===== config.mk =====
export PLATFORM = sky130hd
export DESIGN_NAME = tkc_cmd_handler
export DESIGN_NICKNAME = d
export VERILOG_FILES = /design/src/tkc_pkg.sv /design/src/tkc_cmd_handler.sv
export SDC_FILE = /design/constraint.sdc
export NUM_CORES = 2
export LEC_CHECK = 0
export BUFFER_PORTS_ARGS = -buffer_cell sky130_fd_sc_hd__buf_2
export CAP_MARGIN = 10
export CORE_ASPECT_RATIO = 1.4
export CORE_MARGIN = 4
export CORE_UTILIZATION = 55
export CTS_BUF_LIST = sky130_fd_sc_hd__clkbuf_4 sky130_fd_sc_hd__clkbuf_8
export DETAILED_ROUTE_END_ITERATION = 10
export HOLD_SLACK_MARGIN = 0.02
export PLACE_DENSITY_LB_ADDON = 0.1
export SLEW_MARGIN = 10
export SYNTH_ARGS = -nofsm -noshare
export SYNTH_HDL_FRONTEND = slang
export SYNTH_SLANG_ARGS = --single-unit

===== constraint.sdc =====
create_clock -name MCLK -period 9.7 [get_ports MCLK]
set_input_delay 0.97 -clock MCLK [delete_from_list [all_inputs] [get_ports MCLK]]
set_output_delay 0.97 -clock MCLK [all_outputs]
set_load 0.005 [all_outputs]

===== src/tkc_pkg.sv =====
package tkc_pkg;

    // =========================================================================
    // Command codes and fixed answers.
    localparam logic [7:0] CMD_TOUCH_GRP = 8'h4B;
    localparam logic [7:0] CMD_NTHR      = 8'h01;
    localparam logic [7:0] CMD_PTHR      = 8'h02;
    localparam logic [7:0] CMD_NHYS      = 8'h03;
    localparam logic [7:0] CMD_PHYS      = 8'h04;
    localparam logic [7:0] CMD_DWELL     = 8'h05;
    localparam logic [7:0] CMD_BURST     = 8'h06;
    localparam logic [7:0] CMD_SPACING   = 8'h07;
    localparam logic [7:0] DWELL_FIXED   = 8'h01;
    localparam int         NKEYS         = 64;

    // =========================================================================
    // Setting limits, lists and reset values.
    localparam logic [1:0] HYS_MAX     = 2'h3;
    localparam logic [2:0] SPC_MAX     = 3'h5;
    localparam logic [7:0] THR_RST     = 8'h0A;
    localparam logic [7:0] BURST_RST   = 8'h0A;
    localparam logic [1:0] HYS_RST     = 2'h1;
    localparam logic [2:0] SPC_RST     = 3'h3;
    localparam logic [7:0] THR_LIST [16] = '{8'h04, 8'h05, 8'h06, 8'h07,
        8'h08, 8'h0A, 8'h0C, 8'h0F, 8'h11, 8'h14, 8'h19, 8'h1E, 8'h23,
        8'h2D, 8'h37, 8'h40};
    localparam logic [7:0] BURST_LIST [16] = '{8'h00, 8'h01, 8'h02, 8'h03,
        8'h04, 8'h05, 8'h07, 8'h0A, 8'h0C, 8'h0F, 8'h14, 8'h19, 8'h1E,
        8'h28, 8'h32, 8'h40};
    // Spacing in microseconds for codes 0..5.
    localparam logic [10:0] SPC_US [6] = '{11'h0FA, 11'h12C, 11'h190,
        11'h1F4, 11'h3E8, 11'h7D0};

    // =========================================================================
    // Storage write time.
    localparam int NVM_WRITE_US  = 5000;
    localparam int CLK_MHZ       = 200;
    localparam int NVM_WRITE_CYC = NVM_WRITE_US * CLK_MHZ;

    // =========================================================================
    // Types.
    typedef enum logic [1:0] {
        SC_KEY = 2'h0,
        SC_ROW = 2'h1,
        SC_COL = 2'h2,
        SC_ALL = 2'h3
    } tkc_scope_e;

    typedef struct packed {
        tkc_scope_e mode;
        logic [5:0] index;   // Bits 5:3 row (Y), bits 2:0 column (X).
    } tkc_scope_s;

    typedef struct packed {
        logic [7:0] nthr;
        logic [7:0] pthr;
        logic [7:0] burst;
        logic [7:0] nhys_lvl;
        logic [7:0] phys_lvl;
    } tkc_keycfg_s;

    typedef enum logic [3:0] {
        ST_IDLE = 4'h1,
        ST_ARG  = 4'h2,
        ST_SEND = 4'h4,
        ST_NVM  = 4'h8
    } tkc_state_e;

    // =========================================================================
    // Snaps a value down to the highest list entry not above it; values below the first entry give the first entry.
    function automatic logic [7:0] round_down(input logic [7:0] v,
                                              input logic [7:0] lst [16]);
        logic [7:0] r;
        r = lst[0];
        for (int i = 0; i < 16; i++) begin
            if (v >= lst[i]) begin
                r = lst[i];
            end
        end
        return r;
    endfunction

    // Hysteresis level in counts from the reference: threshold less a share.
    function automatic logic [7:0] hys_level(input logic [7:0] thr,
                                             input logic [1:0] code);
        logic [7:0] r;
        r = thr;
        unique case (code)
            2'h0: r = thr - (thr >> 1);
            2'h1: r = thr - (thr >> 2);
            2'h2: r = thr - (thr >> 3);
            2'h3: r = thr;
        endcase
        return r;
    endfunction

endpackage


===== src/tkc_cmd_handler.sv =====
`timescale 1ns/1ps
module tkc_cmd_handler #(
    parameter int WR_CYCLES = tkc_pkg::NVM_WRITE_CYC
) (
    // Clock, reset and enable.
    input  wire logic                 MCLK,
    input  wire logic                 ARST_N,
    input  wire logic                 CE,
    // Host byte link.
    input  wire logic                 RX_VALID,
    input  wire logic [7:0]           RX_DATA,
    input  wire logic                 RX_GET,
    output logic                      RX_READY,
    output logic                      TX_VALID,
    output logic [7:0]                TX_DATA,
    input  wire logic                 TX_READY,
    output logic                      NVM_BUSY,
    // Scope and sensing core.
    input  wire tkc_pkg::tkc_scope_s  SCOPE,
    input  wire logic [63:0]          TOUCH,
    input  wire logic [5:0]           CFG_KEY,
    output tkc_pkg::tkc_keycfg_s      CFG,
    output logic                      KEY_BURST_OFF,
    output logic [10:0]               SPACING_US
);

    localparam int CW = $clog2(WR_CYCLES + 1);

    // =========================================================================
    // Elaboration check.
    if (WR_CYCLES < 1) begin : g_chk
        $error("WR_CYCLES must be at least one");
    end

    // =========================================================================
    // State.
    tkc_pkg::tkc_state_e state_q, state_d;
    logic [7:0]          cmd_q, cmd_d;
    logic [7:0]          arg_q, arg_d;
    logic                pend_q, pend_d;
    logic [63:0]         buf_q, buf_d;
    logic [3:0]          cnt_q, cnt_d;
    logic [CW-1:0]       wait_q, wait_d;
    logic [7:0]          nthr_q [tkc_pkg::NKEYS];
    logic [7:0]          nthr_d [tkc_pkg::NKEYS];
    logic [7:0]          pthr_q [tkc_pkg::NKEYS];
    logic [7:0]          pthr_d [tkc_pkg::NKEYS];
    logic [7:0]          bur_q  [tkc_pkg::NKEYS];
    logic [7:0]          bur_d  [tkc_pkg::NKEYS];
    logic [1:0]          nhys_q, nhys_d;
    logic [1:0]          phys_q, phys_d;
    logic [2:0]          spc_q, spc_d;
    logic [63:0]         scope_hit;
    logic [7:0]          touch_byte;
    logic [7:0]          get_val;
    logic                is_setup;
    logic                apply;

    // Keys covered by the current scope.
    always_comb begin
        for (int k = 0; k < 64; k++) begin
            unique case (SCOPE.mode)
                tkc_pkg::SC_KEY: scope_hit[k] = (k[5:0] == SCOPE.index);
                tkc_pkg::SC_ROW: scope_hit[k] = (k[5:3] == SCOPE.index[5:3]);
                tkc_pkg::SC_COL: scope_hit[k] = (k[2:0] == SCOPE.index[2:0]);
                tkc_pkg::SC_ALL: scope_hit[k] = 1'b1;
            endcase
        end
    end

    // One-byte touch view for key, row and column scopes.
    always_comb begin
        touch_byte = 8'h00;
        unique case (SCOPE.mode)
            tkc_pkg::SC_KEY: touch_byte = {7'h00, TOUCH[SCOPE.index]};
            tkc_pkg::SC_ROW: touch_byte = TOUCH[{SCOPE.index[5:3], 3'h0} +: 8];
            tkc_pkg::SC_COL: begin
                for (int n = 0; n < 8; n++) begin
                    touch_byte[n] = TOUCH[{n[2:0], SCOPE.index[2:0]}];
                end
            end
            tkc_pkg::SC_ALL: touch_byte = TOUCH[7:0];
        endcase
    end

    // Value returned by a setup read for the selected key or globally.
    always_comb begin
        is_setup = (RX_DATA >= tkc_pkg::CMD_NTHR) &&
                   (RX_DATA <= tkc_pkg::CMD_SPACING);
        get_val  = 8'h00;
        unique case (RX_DATA)
            tkc_pkg::CMD_NTHR:    get_val = nthr_q[SCOPE.index];
            tkc_pkg::CMD_PTHR:    get_val = pthr_q[SCOPE.index];
            tkc_pkg::CMD_NHYS:    get_val = {6'h00, nhys_q};
            tkc_pkg::CMD_PHYS:    get_val = {6'h00, phys_q};
            tkc_pkg::CMD_DWELL:   get_val = tkc_pkg::DWELL_FIXED;
            tkc_pkg::CMD_BURST:   get_val = bur_q[SCOPE.index];
            tkc_pkg::CMD_SPACING: get_val = {5'h00, spc_q};
            default:              get_val = 8'h00;
        endcase
    end

    // =========================================================================
    // Command sequencer: take command, take argument, answer, wait storage.
    always_comb begin
        state_d = state_q;
        cmd_d   = cmd_q;
        arg_d   = arg_q;
        pend_d  = pend_q;
        buf_d   = buf_q;
        cnt_d   = cnt_q;
        wait_d  = wait_q;
        apply   = 1'b0;
        unique case (state_q)
            tkc_pkg::ST_IDLE: begin
                if (RX_VALID && RX_DATA == tkc_pkg::CMD_TOUCH_GRP) begin
                    pend_d  = 1'b0;
                    state_d = tkc_pkg::ST_SEND;
                    if (SCOPE.mode == tkc_pkg::SC_ALL) begin
                        buf_d = TOUCH;
                        cnt_d = 4'h8;
                    end else begin
                        buf_d = {56'h0, touch_byte};
                        cnt_d = 4'h1;
                    end
                end else if (RX_VALID && is_setup) begin
                    cmd_d = RX_DATA;
                    if (RX_GET) begin
                        pend_d  = 1'b0;
                        buf_d   = {56'h0, get_val};
                        cnt_d   = 4'h1;
                        state_d = tkc_pkg::ST_SEND;
                    end else begin
                        state_d = tkc_pkg::ST_ARG;
                    end
                end
            end
            tkc_pkg::ST_ARG: begin
                if (RX_VALID) begin
                    arg_d   = RX_DATA;
                    pend_d  = 1'b1;
                    buf_d   = {56'h0, cmd_q};
                    cnt_d   = 4'h1;
                    state_d = tkc_pkg::ST_SEND;
                end
            end
            tkc_pkg::ST_SEND: begin
                if (TX_READY) begin
                    buf_d = {8'h00, buf_q[63:8]};
                    cnt_d = cnt_q - 4'h1;
                    if (cnt_q == 4'h1) begin
                        apply   = pend_q;
                        wait_d  = CW'(WR_CYCLES - 1);
                        state_d = pend_q ? tkc_pkg::ST_NVM
                                         : tkc_pkg::ST_IDLE;
                    end
                end
            end
            tkc_pkg::ST_NVM: begin
                if (wait_q == '0) begin
                    state_d = tkc_pkg::ST_IDLE;
                end else begin
                    wait_d = wait_q - CW'(1);
                end
            end
            default: state_d = tkc_pkg::ST_IDLE;
        endcase
    end

    // Registers of the sequencer and the host-facing outputs.
    always_ff @(posedge MCLK or negedge ARST_N) begin
        if (!ARST_N) begin
            state_q  <= tkc_pkg::ST_IDLE;
            cmd_q    <= 8'h00;
            arg_q    <= 8'h00;
            pend_q   <= 1'b0;
            buf_q    <= 64'h0;
            cnt_q    <= 4'h0;
            wait_q   <= '0;
            RX_READY <= 1'b0;
            TX_VALID <= 1'b0;
            TX_DATA  <= 8'h00;
            NVM_BUSY <= 1'b0;
        end else if (CE) begin
            state_q  <= state_d;
            cmd_q    <= cmd_d;
            arg_q    <= arg_d;
            pend_q   <= pend_d;
            buf_q    <= buf_d;
            cnt_q    <= cnt_d;
            wait_q   <= wait_d;
            RX_READY <= (state_d == tkc_pkg::ST_IDLE) ||
                        (state_d == tkc_pkg::ST_ARG);
            TX_VALID <= (state_d == tkc_pkg::ST_SEND);
            TX_DATA  <= buf_d[7:0];
            NVM_BUSY <= (state_d == tkc_pkg::ST_NVM);
        end
    end

    // =========================================================================
    // Setting store: applied on the echo, sensing outputs never pause.
    always_comb begin
        nthr_d = nthr_q;
        pthr_d = pthr_q;
        bur_d  = bur_q;
        nhys_d = nhys_q;
        phys_d = phys_q;
        spc_d  = spc_q;
        if (apply) begin
            for (int k = 0; k < 64; k++) begin
                if (scope_hit[k] && cmd_q == tkc_pkg::CMD_NTHR) begin
                    nthr_d[k] = tkc_pkg::round_down(arg_q,
                                    tkc_pkg::THR_LIST);
                end
                if (scope_hit[k] && cmd_q == tkc_pkg::CMD_PTHR) begin
                    pthr_d[k] = tkc_pkg::round_down(arg_q,
                                    tkc_pkg::THR_LIST);
                end
                if (scope_hit[k] && cmd_q == tkc_pkg::CMD_BURST) begin
                    bur_d[k] = tkc_pkg::round_down(arg_q,
                                   tkc_pkg::BURST_LIST);
                end
            end
            if (cmd_q == tkc_pkg::CMD_NHYS) begin
                nhys_d = (arg_q > 8'h03) ? tkc_pkg::HYS_MAX : arg_q[1:0];
            end
            if (cmd_q == tkc_pkg::CMD_PHYS) begin
                phys_d = (arg_q > 8'h03) ? tkc_pkg::HYS_MAX : arg_q[1:0];
            end
            if (cmd_q == tkc_pkg::CMD_SPACING) begin
                spc_d = (arg_q > 8'h05) ? tkc_pkg::SPC_MAX : arg_q[2:0];
            end
        end
    end

    // Setting registers and the per-key view for the sensing core.
    always_ff @(posedge MCLK or negedge ARST_N) begin
        if (!ARST_N) begin
            for (int k = 0; k < 64; k++) begin
                nthr_q[k] <= tkc_pkg::THR_RST;
                pthr_q[k] <= tkc_pkg::THR_RST;
                bur_q[k]  <= tkc_pkg::BURST_RST;
            end
            nhys_q        <= tkc_pkg::HYS_RST;
            phys_q        <= tkc_pkg::HYS_RST;
            spc_q         <= tkc_pkg::SPC_RST;
            CFG           <= '0;
            KEY_BURST_OFF <= 1'b0;
            SPACING_US    <= 11'h000;
        end else if (CE) begin
            nthr_q        <= nthr_d;
            pthr_q        <= pthr_d;
            bur_q         <= bur_d;
            nhys_q        <= nhys_d;
            phys_q        <= phys_d;
            spc_q         <= spc_d;
            CFG.nthr      <= nthr_q[CFG_KEY];
            CFG.pthr      <= pthr_q[CFG_KEY];
            CFG.burst     <= bur_q[CFG_KEY];
            CFG.nhys_lvl  <= tkc_pkg::hys_level(nthr_q[CFG_KEY],
                                                nhys_q);
            CFG.phys_lvl  <= tkc_pkg::hys_level(pthr_q[CFG_KEY],
                                                phys_q);
            KEY_BURST_OFF <= (bur_q[CFG_KEY] == 8'h00);
            SPACING_US    <= tkc_pkg::SPC_US[spc_q];
        end
    end

    // =========================================================================
    // Checks on the answers and stored settings.
    logic idle_take;
    assign idle_take = CE && state_q == tkc_pkg::ST_IDLE && RX_VALID;

    touch_len_a: assert property (@(posedge MCLK) disable iff (!ARST_N)
        idle_take && RX_DATA == tkc_pkg::CMD_TOUCH_GRP &&
        SCOPE.mode == tkc_pkg::SC_ALL |=> cnt_q == 4'h8 && TX_VALID)
        else $error("whole-matrix report is not eight bytes");
    key_bit_a: assert property (@(posedge MCLK) disable iff (!ARST_N)
        idle_take && RX_DATA == tkc_pkg::CMD_TOUCH_GRP &&
        SCOPE.mode == tkc_pkg::SC_KEY
        |=> TX_DATA == {7'h00, $past(TOUCH[SCOPE.index])})
        else $error("single-key report byte is wrong");
    row_bits_a: assert property (@(posedge MCLK) disable iff (!ARST_N)
        idle_take && RX_DATA == tkc_pkg::CMD_TOUCH_GRP &&
        SCOPE.mode == tkc_pkg::SC_ROW
        |=> TX_DATA == $past(8'(TOUCH >> (8 * SCOPE.index[5:3]))))
        else $error("row report byte is wrong");
    all_first_a: assert property (@(posedge MCLK) disable iff (!ARST_N)
        idle_take && RX_DATA == tkc_pkg::CMD_TOUCH_GRP &&
        SCOPE.mode == tkc_pkg::SC_ALL |=> TX_DATA == $past(TOUCH[7:0]))
        else $error("first matrix byte is not row zero");
    echo_put_a: assert property (@(posedge MCLK) disable iff (!ARST_N)
        CE && state_q == tkc_pkg::ST_ARG && RX_VALID
        |=> TX_VALID && TX_DATA == cmd_q && pend_q)
        else $error("setup write is not echoed");
    dwell_read_a: assert property (@(posedge MCLK) disable iff (!ARST_N)
        idle_take && RX_GET && RX_DATA == tkc_pkg::CMD_DWELL
        |=> TX_DATA == tkc_pkg::DWELL_FIXED)
        else $error("dwell read is not one");
    thr_range_a: assert property (@(posedge MCLK) disable iff (!ARST_N)
        nthr_q[CFG_KEY] >= 8'h04 && nthr_q[CFG_KEY] <= 8'h40 &&
        CFG.nhys_lvl <= CFG.nthr)
        else $error("threshold or hysteresis out of range");
    burst_off_a: assert property (@(posedge MCLK) disable iff (!ARST_N)
        CE |=> KEY_BURST_OFF == ($past(bur_q[CFG_KEY]) == 8'h00))
        else $error("burst-off flag does not match burst length");
    spc_clip_a: assert property (@(posedge MCLK) disable iff (!ARST_N)
        CE && spc_q == tkc_pkg::SPC_MAX |=> SPACING_US == 11'h7D0)
        else $error("top spacing code is not 2000 us");
    nvm_hold_a: assert property (@(posedge MCLK) disable iff (!ARST_N)
        CE && state_q == tkc_pkg::ST_NVM && wait_q != '0
        |=> !RX_READY && NVM_BUSY)
        else $error("command taken during storage write");

    touch_all_c: cover property (@(posedge MCLK) disable iff (!ARST_N)
        idle_take && RX_DATA == tkc_pkg::CMD_TOUCH_GRP &&
        SCOPE.mode == tkc_pkg::SC_ALL);
    put_done_c: cover property (@(posedge MCLK) disable iff (!ARST_N)
        state_q == tkc_pkg::ST_NVM ##1 state_q == tkc_pkg::ST_IDLE);
    get_c: cover property (@(posedge MCLK) disable iff (!ARST_N)
        idle_take && RX_GET && is_setup);

endmodule


==> impl_metrics.ini <==
[worst_setup_path]
end_kind = flop
cp_slowest_cell = mux4_2
critPathTopFamily = compound AO/OA/AOI/OAI gates
max_stage_delay_ns = 0.57
crit_fanout = 58
required_ns = 10.66
crit_type = in -> reg
crit_path_cell_trace = buf_8, buf_4, mux4_2, mux4_2, a22oi_1, nand2_1, a22oi_1, nor2_1, a21oi_1, ha_1, nor2b_1, o21ai_0, a21boi_0, o21ai_0, a21boi_0, o311ai_0, o21a_1
worstSetupStartpoint = CFG_KEY[0]
rr_startpoint = nthr_q[228]
worst_setup_path_start_kind = input port
worst-path-buf-inv = 2
arrival_ns = 6.32

[yosys]
ys_ff_latch = 1511
synthFlopType = dfrtp_1
syn_inst = 6110
ys_seq_area_share_pct = 46.4
synth_edf_count = 0
synthArstFlopShare_pct = 100
yosysWarnings = 0
avgSynthCellArea_um2 = 13.5
synth_cell_types = 84
synth_area_um2 = 82500

[global_route]
grt_pass1_vias = 59100
met2_usage_pct = 56.3
met1_usage_pct = 45.7
grt_pass1_wl_um = 409000
grt_antenna_before_repair = 19
grtUsageTotal_pct = 35.7
grt_remaining_overflow = 0
met3_usage_pct = 8.53
grt_max_degree = 191
grt_busiest_layer = met2

[power]
switching_share_pct = 33.6
power_frac_clock_pct = 38.2
total_power_mw = 16.0
p_sw_mw = 5.36
p_comb_share_pct = 19.9
p_int_mw = 10.6
ir_drop_mv = 0.353
seq_power_share_pct = 41.9
pwr_density_cell_nw_per_um2 = 176
p_leak_nw = 39.1

[clock_tree]
cts_buffers = 234
path_clk_slew_ns = 0.07
ctsResizeCount = 0
clkLatencyLatePin_ns = 1.02
cts_setup_buffers = 0
htree_levels = 4
clock_path_buffers = 3
clockRootBuffer = clkbuf_8
cts_tree = built
cts.sinks = 1511

[routing]
final_antenna_net_count = 0
vias_per_cell = 6.93
routed_wl_um = 276000
drc = 0
first_pass_iters = 6
post_drt_wl_per_cell_um = 33.3
drtIter0Drc = 5915
vias = 57500

[timing]
finalMaxSlewViolations = 0
fin_crit_ns = 5.37
postLayoutSetupSlackWorst_ns = 4.33
finalSetupViolations = 0
fin_crit_sh_pct = 55.3
hold_viol = 0
tns_ns = 0
worst_pin_slew_ns = 1.30
rsz0062_at_grt = no
clock_skew_ns = 0.0367
fmax_mhz = 186
max_slew_margin_pct = 11.4

[cells_and_area]
multiInputGateArea_um2 = 42100
layout.nets = 6259
area_delta_synth_final_pct = 9.64
drive_above_1_share_pct = 47.5
regArea_um2 = 38300
fillCellCount = 11700
final_common_cell = dfrtp_1
final_cell_area_um2 = 90500
utilization_pct = 60.9
layout_common_cells = 1122 x dfrtp_1, 1017 x mux2_2, 771 x mux4_2, 624 x nand2_1, 389 x dfstp_2

[placed_design]
port_buffers = 150
place_ws_ns = 3.40
gp_congestion = 0.957
dp_hpwl_um = 185000
placed_area_um2 = 85000

[floorplan]
coreArea_um2 = 149000
dieArea_um2 = 156000
initial_utilization_pct = 55.6
ioPinCount = 155
rows = 167
die_x_um = 335
chipHeight_um = 466

[worst_hold_path]
hold_start = TOUCH[56]
hold_class = in -> reg

[outcome]
outcome = completed

[flow_run]
maxCapViolCount = 0
-- cells in the mapped netlist (16+ instances only) --
library cell | count | area share (%)
a21oi_1 | 109 | 0.66
a221oi_1 | 51 | 0.54
a22oi_1 | 194 | 1.8
a31oi_1 | 24 | 0.18
a32oi_1 | 16 | 0.17
buf_1 | 33 | 0.15
buf_2 | 101 | 0.61
buf_4 | 37 | 0.34
buf_6 | 18 | 0.25
clkbuf_1 | 316 | 1.4
dfrtp_1 | 1122 | 34
dfstp_2 | 389 | 12
ha_1 | 29 | 0.44
inv_1 | 38 | 0.17
mux2_1 | 69 | 0.94
mux2_2 | 1017 | 14
mux2i_1 | 90 | 1.1
mux4_2 | 771 | 21
nand2_1 | 625 | 2.8
nand2_2 | 45 | 0.34
nand3_1 | 100 | 0.61
nor2_1 | 238 | 1.1
nor2b_1 | 30 | 0.23
nor3_1 | 28 | 0.17
o21ai_0 | 346 | 2.1
xnor2_1 | 18 | 0.19
-- metal layers --
| layer | share of wire [%] | vias up |
|---|---|---|
| met2 | 47 | 2857 |
| met4 | 6.6 | 10 |
| li1 | - | 23500 |
| met3 | 8.6 | 768 |
| met1 | 37 | 30400 |
| met5 | 0.025 | - |
-- per-stage QoR --
| step | hold slack (ns) | cells |
|---|---|---|
| floorplan | 0.439 | 6113 |
| global placement | 0.449 | 7838 |
| detailed placement | 0.456 | 7840 |
| CTS | 0.142 | 8286 |
| global route | 0.198 | 8294 |
| finish | 0.213 | 8302 |
-- cells by family after synthesis --
kind of cell             after synthesis  synth area share, %
flip-flops                          1511                 46.4
buffers and inverters                545                 2.96
multiplexers                        1947                 36.9
XOR/XNOR                              22                0.233
AO/OA/AOI/OAI                        871                 6.72
AND/OR/NAND/NOR                     1182                 6.25
other                                  1              0.00454
adder cells (fa/ha/maj)               31                0.488
-- sequential cells by signal, indices dropped and copies added, names as in the netlist, 2 cells and up --
signal and flops:
nhys_q 2, buf_q 64, wait_q 20, bur_q 448
arg_q 8, CFG 37, spc_q 3, phys_q 2
state_q 4, SPACING_US 10, cnt_q 4, pthr_q 448
cmd_q 8, nthr_q 448
-- power groups by stage --
stage | Clock, mW | Combinational [mW] | Sequential [mW]
after floorplan | 0 | 1.95 | 6.70
after global placement | 0 | 3.10 | 6.78
after detailed placement | 0 | 3.13 | 6.79
after CTS | 6.18 | 3.14 | 6.68
after global routing | 6.47 | 3.40 | 6.71
final | 6.10 | 3.18 | 6.69
-- timing repair --
item                                    4_1_cts  5_1_grt
hold buffers                                  1        0
endpoints found under the setup margin        0        0
hold endpoints to repair                     72        0
-- final cells by class --
cell class / instances / share of cell area (%)
timing repair buffer: 292 / 2.30
sequential: 1511 / 42.3
multi-input combinational: 4057 / 46.5
inverter: 40 / 0.169
clock inverter: 47 / 0.542
tap: 1943 / 2.69
antenna: 14 / 0.0387
clock buffer: 398 / 5.47
-- path summary, 6_finish.rpt --
| path | to | slack, ns | depth (start not counted) |
|---|---|---|---|
| setup / recovery | CFG[13] | 4.33 | 17 |
| min in group asynchronous | wait_q[14] | 0.50 | 2 |
| setup reg to reg | CFG[13] | 5.20 | 15 |
| max in group asynchronous | bur_q[172] | 6.76 | 4 |
| hold / removal | buf_q[56] | 0.21 | 3 |
| hold reg to reg | buf_q[61] | 0.47 | 2 |
-- worst reg2reg max path: cells and delay by family, from the launching register on --
| family | cells | cell delay [ns] |
|---|---|---|
| compound gates | 9 | 2.28 |
| fa+ha+maj | 1 | 0.28 |
| flops | 1 | 0.41 |
| mux | 2 | 0.99 |
| simple gates | 3 | 0.50 |
Power figures use the tool's default switching activity.
